`config.mk`:
```
export PLATFORM = sky130hd
export DESIGN_NAME = vsync_extractor
export DESIGN_NICKNAME = d
export VERILOG_FILES = /design/src/vsync_pkg.sv /design/src/vsync_osc_if.sv /design/src/vsync_osc.sv /design/src/vsync_extractor.sv
export SDC_FILE = /design/constraint.sdc
export NUM_CORES = 1
export LEC_CHECK = 0
export BUFFER_PORTS_ARGS = -buffer_cell sky130_fd_sc_hd__buf_2
export CAP_MARGIN = 20
export CORE_MARGIN = 1.5
export CORE_UTILIZATION = 35
export DETAILED_ROUTE_END_ITERATION = 7
export PLACE_DENSITY = 0.52
export SETUP_SLACK_MARGIN = 0.02
export SYNTH_ARGS = -nofsm -noshare
export SYNTH_HDL_FRONTEND = slang
export SYNTH_SLANG_ARGS = --single-unit
export TNS_END_PERCENT = 30
```
`constraint.sdc`:
```
create_clock -name clk_sys -period 2.7 [get_ports clk_sys]
set_input_delay 0.54 -clock clk_sys [delete_from_list [all_inputs] [get_ports clk_sys]]
set_output_delay 0.54 -clock clk_sys [all_outputs]
set_load 0.05 [all_outputs]
```
`src/vsync_pkg.sv`:
```
package vsync_pkg;
    // integrator counter
    localparam int INTEG_WIDTH = 16;
    localparam logic [15:0] INTEG_RESET = 16'h0000;
    // charge step per clock while sync is active
    localparam logic [15:0] CHARGE_STEP_DEFAULT = 16'h0001;
    // discharge step per clock while sync is inactive
    localparam logic [15:0] DISCHARGE_STEP_DEFAULT = 16'h0004;
    // compare levels, in integrator counts
    localparam logic [15:0] SERRATION_THRESHOLD_DEFAULT = 16'h0BB8;
    localparam logic [15:0] DEFAULT_THRESHOLD_DEFAULT = 16'h1F40;
    // oscillator: eight cycles make one vertical pulse
    localparam int OSC_CYCLES = 8;
    localparam int CLK_PERIOD_NS = 8;
    // eight cycles should span about 180 us
    localparam int PULSE_TARGET_US = 180;
    localparam int PULSE_TARGET_CLKS = (PULSE_TARGET_US * 1000) / CLK_PERIOD_NS;
    localparam int OSC_HALF_DEFAULT = PULSE_TARGET_CLKS / (2 * OSC_CYCLES);
    localparam int OSC_WIDTH = 16;
    localparam int DIV_WIDTH = 4;
endpackage : vsync_pkg

```
`src/vsync_osc_if.sv`:
```
`timescale 1ns/1ps
interface vsync_osc_if;
    logic run;
    logic tick;
    modport ctrl (output run, input tick);
    modport osc (input run, output tick);
endinterface : vsync_osc_if

```
`src/vsync_osc.sv`:
```
`timescale 1ns/1ps
module vsync_osc
    import vsync_pkg::*;
#(
    parameter int HALF_PERIOD = OSC_HALF_DEFAULT
) (
    // clock and reset
    input wire logic clk_sys,
    input wire logic nrst,
    // control
    vsync_osc_if.osc port
);
    localparam logic [OSC_WIDTH-1:0] PERIOD_LAST = OSC_WIDTH'(2 * HALF_PERIOD - 1);

    logic [OSC_WIDTH-1:0] phase_r;
    logic [OSC_WIDTH-1:0] phase_nxt;
    logic tick_r;
    wire at_end = (phase_r == PERIOD_LAST);

    // free-running only while enabled; restarts from phase zero
    assign phase_nxt = (!port.run || at_end) ? '0 : phase_r + 1'b1;

    always_ff @(posedge clk_sys) begin
        if (!nrst) begin
            phase_r <= '0;
            tick_r <= 1'b0;
        end else begin
            phase_r <= phase_nxt;
            tick_r <= port.run && at_end;
        end
    end

    assign port.tick = tick_r;
endmodule : vsync_osc

```
`src/vsync_extractor.sv`:
```
`timescale 1ns/1ps
//////////////////////////////////////////////////////////////////////////////
// Overview of operation
// - csync output copies below-black sync only
// - integrator charges only while sync active
// - normal lines, equalizing stay below threshold
// - serration falling edge samples threshold compare
// - capture ORs into latch; latch enables oscillator
// - divide by eight clears the latch
// - latch output is vertical sync output
// - integrator charge step tied to resistor parameter; oscillator period set by OSC_HALF
// - slow charge gives no vertical pulse
// - later serration may retrigger after pulse
// - size pulse to cover serrated interval
// - default threshold also sets the latch
module vsync_extractor
    import vsync_pkg::*;
#(
    parameter logic [15:0] timing_resistor_param = CHARGE_STEP_DEFAULT,
    parameter logic [15:0] DISCHARGE_STEP = DISCHARGE_STEP_DEFAULT,
    parameter logic [15:0] serration_threshold = SERRATION_THRESHOLD_DEFAULT,
    parameter logic [15:0] default_threshold = DEFAULT_THRESHOLD_DEFAULT,
    parameter int OSC_HALF = OSC_HALF_DEFAULT
) (
    // clock and reset
    input wire logic clk_sys,
    input wire logic nrst,
    // sliced video: high when input lies below black level
    input wire logic below_black,
    // sync outputs
    output logic csync_out,
    output logic vsync_out,
    output logic field_clk_out
);
    //////////////////////////////////////////////////////////////////////////
    typedef enum logic [1:0] {
        ST_IDLE = 2'b01,
        ST_PULSE = 2'b10
    } vstate_t;

    //////////////////////////////////////////////////////////////////////////
    // helpers
    function automatic logic is_pulse(input vstate_t st);
        return st == ST_PULSE;
    endfunction : is_pulse

    // saturating charge: the counter must not wrap back below the thresholds
    function automatic logic [INTEG_WIDTH-1:0] sat_add(input logic [INTEG_WIDTH-1:0] a,
        input logic [INTEG_WIDTH-1:0] b);
        logic [INTEG_WIDTH:0] sum;
        sum = {1'b0, a} + {1'b0, b};
        return sum[INTEG_WIDTH] ? '1 : sum[INTEG_WIDTH-1:0];
    endfunction : sat_add

    // discharge with a floor at zero
    function automatic logic [INTEG_WIDTH-1:0] sat_sub(input logic [INTEG_WIDTH-1:0] a,
        input logic [INTEG_WIDTH-1:0] b);
        return (a < b) ? '0 : a - b;
    endfunction : sat_sub

    vstate_t state_r;
    vstate_t state_nxt;
    logic [INTEG_WIDTH-1:0] integ_r;
    logic [INTEG_WIDTH-1:0] integ_nxt;
    logic sync_d_r;
    logic capture_r;
    logic [DIV_WIDTH-1:0] div_r;
    logic [DIV_WIDTH-1:0] div_nxt;
    logic csync_r;
    logic vsync_r;
    logic field_clk_r;
    logic vsync_d_r;
    logic sync_d_nxt;
    logic capture_nxt;
    logic csync_nxt;
    logic vsync_nxt;
    logic vsync_d_nxt;
    logic field_clk_nxt;

    vsync_osc_if osc_bus ();

    //////////////////////////////////////////////////////////////////////////
    // integrator
    wire sync_active = below_black;
    wire [INTEG_WIDTH-1:0] charged = sat_add(integ_r, timing_resistor_param);
    wire [INTEG_WIDTH-1:0] drained = sat_sub(integ_r, DISCHARGE_STEP);

    // charges only while sync is active, drains otherwise
    assign integ_nxt = sync_active ? charged : drained;

    // comparators
    wire above_serr = (integ_r > serration_threshold);
    wire above_dflt = (integ_r >= default_threshold);
    // serration end: sync goes inactive
    wire serr_fall = sync_d_r && !sync_active;

    //////////////////////////////////////////////////////////////////////////
    // latch set/reset
    wire div_done = osc_bus.tick && (div_r == DIV_WIDTH'(OSC_CYCLES - 1));
    wire latch_set = capture_r || above_dflt;
    wire in_pulse = is_pulse(state_r);

    // set/reset latch as two states; sets are ignored while in pulse
    always_comb begin
        state_nxt = state_r;
        case (state_r)
            ST_IDLE: begin
                if (latch_set) begin
                    state_nxt = ST_PULSE;
                end
            end
            ST_PULSE: begin
                if (div_done) begin
                    state_nxt = ST_IDLE;
                end
            end
            default: begin
                state_nxt = ST_IDLE;
            end
        endcase
    end

    // divide-by-eight of oscillator ticks, cleared while idle
    assign div_nxt = !in_pulse ? '0 :
        (osc_bus.tick ? div_r + 1'b1 : div_r);

    assign osc_bus.run = in_pulse;

    vsync_osc #(
        .HALF_PERIOD(OSC_HALF)
    ) u_osc (
        .clk_sys(clk_sys),
        .nrst(nrst),
        .port(osc_bus.osc)
    );

    //////////////////////////////////////////////////////////////////////////
    // registered next values
    assign sync_d_nxt = sync_active;
    assign capture_nxt = serr_fall && above_serr;
    assign csync_nxt = below_black;
    assign vsync_nxt = is_pulse(state_nxt);
    assign vsync_d_nxt = vsync_r;
    assign field_clk_nxt = vsync_r && !vsync_d_r;

    //////////////////////////////////////////////////////////////////////////
    // registers
    always_ff @(posedge clk_sys) begin
        if (!nrst) begin
            integ_r <= INTEG_RESET;
        end else begin
            integ_r <= integ_nxt;
        end
    end

    always_ff @(posedge clk_sys) begin
        if (!nrst) begin
            sync_d_r <= 1'b0;
        end else begin
            sync_d_r <= sync_d_nxt;
        end
    end

    always_ff @(posedge clk_sys) begin
        if (!nrst) begin
            capture_r <= 1'b0;
        end else begin
            capture_r <= capture_nxt;
        end
    end

    always_ff @(posedge clk_sys) begin
        if (!nrst) begin
            state_r <= ST_IDLE;
        end else begin
            state_r <= state_nxt;
        end
    end

    always_ff @(posedge clk_sys) begin
        if (!nrst) begin
            div_r <= '0;
        end else begin
            div_r <= div_nxt;
        end
    end

    always_ff @(posedge clk_sys) begin
        if (!nrst) begin
            csync_r <= 1'b0;
        end else begin
            csync_r <= csync_nxt;
        end
    end

    always_ff @(posedge clk_sys) begin
        if (!nrst) begin
            vsync_r <= 1'b0;
        end else begin
            vsync_r <= vsync_nxt;
        end
    end

    always_ff @(posedge clk_sys) begin
        if (!nrst) begin
            vsync_d_r <= 1'b0;
        end else begin
            vsync_d_r <= vsync_d_nxt;
        end
    end

    always_ff @(posedge clk_sys) begin
        if (!nrst) begin
            field_clk_r <= 1'b0;
        end else begin
            field_clk_r <= field_clk_nxt;
        end
    end

    // outputs come straight from flip-flops
    assign csync_out = csync_r;
    assign vsync_out = vsync_r;
    assign field_clk_out = field_clk_r;
endmodule : vsync_extractor

```
; Yosys cells after proc, flatten, opt, wreduce, memory -nomap -nowiden
; Index checks and enable logic that the tools add are counted.
[totals]
n_memories = 0
regBits = 44
romBits = 0
word_cells = 41
mem_bits_rw = 0
latch_bits = 0
out_inout_bits = 3
[op_classes]
n_shift = 0
muxes = 6
n_reduce_logical = 12
n_mul = 0
order_cmp = 3
bitwise_logic = 1
n_eq_ne = 5
n_addsub = 4
div_mod_pow = 0
[op_table]
columns = op, n
row1 = $mux W16, 3
row2 = $add A16 B1 Y17 const B, 1
row3 = $add A16 B1 Y16 const B, 1
row4 = $eq A16 B12 Y1 const B, 1
row5 = $ge A16 B13 Y1 const B, 1
row6 = $gt A16 B12 Y1 const B, 1
row7 = $lt A16 B3 Y1 const B, 1
row8 = $sub A16 B3 Y16 const B, 1
row9 = $logic_and A1 B1 Y1, 5
row10 = $add A4 B1 Y4 const B, 1
row11 = $eq A2 B2 Y1 const B, 2
row12 = $eq A4 B3 Y1 const B, 1
row13 = $mux W2, 2
row14 = $pmux W2 S2, 1
row15 = $logic_not A1 Y1, 3
row16 = $eq A2 B1 Y1 const B, 1
row17 = $logic_or A1 B1 Y1, 2
row18 = $reduce_and A2 Y1, 1
row19 = $reduce_or A2 Y1, 1
row20 = $not A1 Y1, 1

; Longest topological paths before layout
[depth]
ltp_word = 5
mapped_depth = 7
depth_no_buf = 6

; By module
; Synthesis repeated with hierarchy kept, for this count alone.
[unflattened]
hier_cells = 297
hier_area_um2 = 2423.6
[by_module_without_submodules]
columns = mod, cells_each, area_each_um2, instances, seq_area_each_um2
row1 = vsync_extractor, 215, 1675.4, 1, 540.5
row2 = vsync_osc, 82, 748.2, 1, 340.3

; Worst setup path after synthesis
; No wires, ideal clock.
[synth_path]
kind = reg-to-reg
from = register integ_r[3]
to = register integ_r[12]
arrival_ns = 1.542
path_buffers = 1
path_slack_ns = 1.035
stages_incl_launch_ff = 8
setup_time_ns = 0.123
period_less_slack_ns = 1.665
path_cell_list = dfxtp_1 -> buf_6 -> inv_1 -> ha_1 -> nor3b_2 -> nand4_4 -> a221oi_2 -> o22ai_1
[synth_via]
elab_chain_cells = 3
elab_cells_between_ends = 6
[synth_lines]
columns = item, line
row1 = from (decl), vsync_extractor.sv:63  ; logic [INTEG_WIDTH-1:0] integ_r;
row2 = from (signal assigned), vsync_extractor.sv:152  ; integ_r <= integ_nxt;
row3 = "$sub A16 B3 Y16, or another cell as far along", vsync_extractor.sv:58  ; return (a < b) ? '0 : a - b;
row4 = $mux W16 (on tied branches), "vsync_extractor.sv:58, vsync_extractor.sv:52"
row5 = $mux W16 *, vsync_extractor.sv:89  ; assign integ_nxt = sync_active ? charged : drained;
; Every way passes the cells marked *; elsewhere a longest branch is shown, timed or not.
; A chain may end at the register's enable or synchronous reset.

; Worst setup path in the final report
[layout_path]
from = register integ_r[3]
to = register integ_r[4]
; The elaborated chain is that of the path after synthesis.

==> run_results.csv <==
group,metric,value,unit
sta,fin_skew,0.01082,ns
route,vias,2140,
clock_tree,post-cts-setup-buffer-count,0,
clock_tree,path_clk_slew,0.09,ns
sta,max_slew_margin,56.85,%
power,irDropWorstVdd,0.4654,mV
critical_path,r2r_setup_slack,0.64,ns
clock_tree,cts.htree.levels,2,
critical_path,path_class,"flop to flop",
critical_path,cp_max_fo,10,
synth,yosys.area.top_type,"dfxtp_1",
synth,synth_top_area_share,34.65,%
cells_and_area,finalNonFillerCells,386,
synth,synth_edf_count,0,
critical_path,rr_endpoint,"integ_r[4]$_SDFF_PN0_",
route,drt-vias-per-instance,5.544,
sta,tns,0,ns
route,ant_nets,0,
clock_tree,cts_buffers,5,
power,power_frac_seq,40.4,%
die,num_rows,30,
flow_run,max-cap-violations,0,
die,die-area,0.007785,sq mm
critical_path,cp.arrival,2.26,ns
power,sw_frac_of_total,41.46,%
critical_path,critPathLaunch,"integ_r[3]$_SDFF_PN0_",
clock_tree,postCtsHoldBufs,0,
synth,syn_nets,302,
placed_design,io_buffers,5,
cells_and_area,drive_gt1_share,11.03,%
cells_and_area,num_antenna_cells,0,
power,p_leak,0.9705,nW
synth,yosys_warnings,0,
synth,synthTopCellsByArea,"dfxtp_1 35%, xor2_1 4.8%, nor2_1 4.7%",
clock_tree,clock_latency,0.29,ns
critical_path,crit_end,"integ_r[4]$_SDFF_PN0_",
sta,worst_pin_slew,0.6455,ns
power,p_comb_share,38.9,%
clock_tree,ctsResizeCount,0,
global_routing,grt_pass1_vias,1947,
route,drcViolationCount,0,
critical_path,reg2regPathDepth,5,
sta,period_share,76.19,%
cells_and_area,nNetsFinal,301,
synth,synth.distinct_cells,59,
power,cellPowerDensity,941.7,mW/mm^2
critical_path,required,2.90,ns
route,wl_per_cell,14.64,microns
placed_design,dp.cells,378,
synth,synth_commonest_cells,"44 x dfxtp_1, 32 x nor2_1, 17 x nand2_1",
global_routing,antenna_found_initial,0,
worst_hold_path,worstHoldPathType,"flop to flop",
clock_tree,cts.sinks,44,
sta,rsz0062_at_grt,"false",
synth,synthCells,290,
synth,synth.most_common_cell,"dfxtp_1",
sta,fin_crit,2.057,ns
sta,hold_viol,0,
critical_path,critPathCaptureType,"flop",
placed_design,hpwl,4006,microns
cells_and_area,final_core_util,39.67,%
global_routing,grt_max_degree,17,
sta,setup_viol,0,
cells_and_area,fill_cells,725,
route,firstDrtPassIters,4,
run_status,outcome,"finished, final reports clean",
global_routing,overflow,0,
die,dieHeight,88.23,microns
die,core,0.006907,sq mm
power,clockPowerShare,20.7,%
critical_path,r2r-start,"integ_r[3]$_SDFF_PN0_",
die,io_pins,6,
power,power,2.581,mW
placed_design,finalWeightedCongestion,0.8309,
synth,avgSynthCellArea,8.767,sq um
sta,maxSlewViolCount,0,
clock_tree,root_buffer,"clkbuf_8",
clock_tree,cts_tree,"yes",
critical_path,start_kind,"flop",
global_routing,grt_pass1_wl,9660,microns
synth,ys_ff_latch,44,
placed_design,post-place-ws,0.6766,ns
synth,netlist_area,0.002542,sq mm
sta,worst_slack,0.6429,ns
cells_and_area,syn2layout_area_growth,7.776,%
synth,yosysSeqAreaShare,34.65,%
power,switching_power,1.070,mW
route,routed_wl,5650,microns
synth,synth_flop_cell,"dfxtp_1",
global_routing,grt.total_usage,15.81,%
sta,fmax,0.4861,GHz
die,dieWidth,88.23,microns
route,drtIter0Drc,105,
power,internal-power,1.511,mW
die,start_util,36.81,%
clock_tree,clock_path_buffers,2,
synth,async_flop_share,0,%
## cell usage in the layout, fill, tap and decap left out, drive strengths merged, types with 9 or more instances in the layout
cell type / instances
nor2: 32
xnor2: 9
inv: 12
nor4: 10
nand3: 14
ha: 9
nand4: 18
xor2: 14
buf: 9
o211ai: 9
nand2: 18
dfxtp: 44
## worst min-delay path by stage
stage	to	cells past startpoint	slack, ns	from
finish	field_clk_out$_SDFF_PN0_	1	0.38	vsync_d_r$_SDFF_PN0_
global route	field_clk_out$_SDFF_PN0_	1	0.40	vsync_d_r$_SDFF_PN0_
CTS	field_clk_out$_SDFF_PN0_	1	0.39	vsync_d_r$_SDFF_PN0_
detailed placement	field_clk_out$_SDFF_PN0_	1	0.38	vsync_d_r$_SDFF_PN0_
global placement	field_clk_out$_SDFF_PN0_	1	0.38	vsync_d_r$_SDFF_PN0_
floorplan	field_clk_out$_SDFF_PN0_	1	0.37	vsync_d_r$_SDFF_PN0_
## cell type report
class | instances | area, sq um | area share, %
clock buffers | 6 | 82.58 | 3.014
clock inverters | 2 | 38.79 | 1.416
inverters | 12 | 45.04 | 1.644
multi-input cells | 217 | 1518 | 55.39
flip-flops and latches | 44 | 880.8 | 32.15
well taps | 96 | 120.1 | 4.384
repair buffers | 9 | 55.05 | 2.009
## power groups by stage
stage / logic, mW / clock network, mW / registers [mW]
after floorplan: 0.894 / 0 / 0.908
final: 1.00 / 0.535 / 1.04
after detailed placement: 0.997 / 0 / 1.05
after global placement: 1.02 / 0 / 1.06
after global routing: 1.11 / 0.591 / 1.07
after CTS: 1.00 / 0.558 / 1.04
## metal layers
layer | up-vias | routed length (microns) | track usage [%]
li1 | 1072 | - | -
met1 | 1000 | 2717 | 22.55
met2 | 59 | 2589 | 24.43
met3 | 9 | 255 | 3.172
met4 | 0 | 88 | 4.119
met5 | - | 0 | 0
## registers in the layout, summed over array words and instances (netlist names)
name	flops
vsync_d_r	1
csync_out	1
div_r	4
field_clk_out	1
capture_r	1
u_osc.port.tick	1
vsync_out	1
integ_r	16
state_r	2
u_osc.phase_r	16
## cell families (layout without fill, tap and decap cells)
group | after synthesis | count (layout) | synth area share (%)
AO/OA/AOI/OAI | 49 | 49 | 14.22
XOR/XNOR | 23 | 23 | 7.923
buffers and inverters | 29 | 29 | 5.659
multiplexers | 5 | 5 | 1.969
adder cells (fa/ha/maj) | 9 | 9 | 4.429
AND/OR/NAND/NOR | 131 | 131 | 31.15
flip-flops | 44 | 44 | 34.65
## critical path, stage by stage (launching register included)
cell	delay [ns]
dfxtp_1	0.54
ha_1	0.30
nand4_1	0.25
nor3_4	0.43
nand3_2	0.28
o311ai_1	0.16
## metrics by stage
| step | hold slack [ns] | instance area, sq um |
|---|---|---|
| after global placement | 0.3772 | 2619 |
| final | 0.3845 | 2740 |
| after global routing | 0.4048 | 2740 |
| after detailed placement | 0.3773 | 2619 |
| after CTS | 0.3912 | 2740 |
| after floorplan | 0.3674 | 2542 |
(Power assumes the default switching activity.)
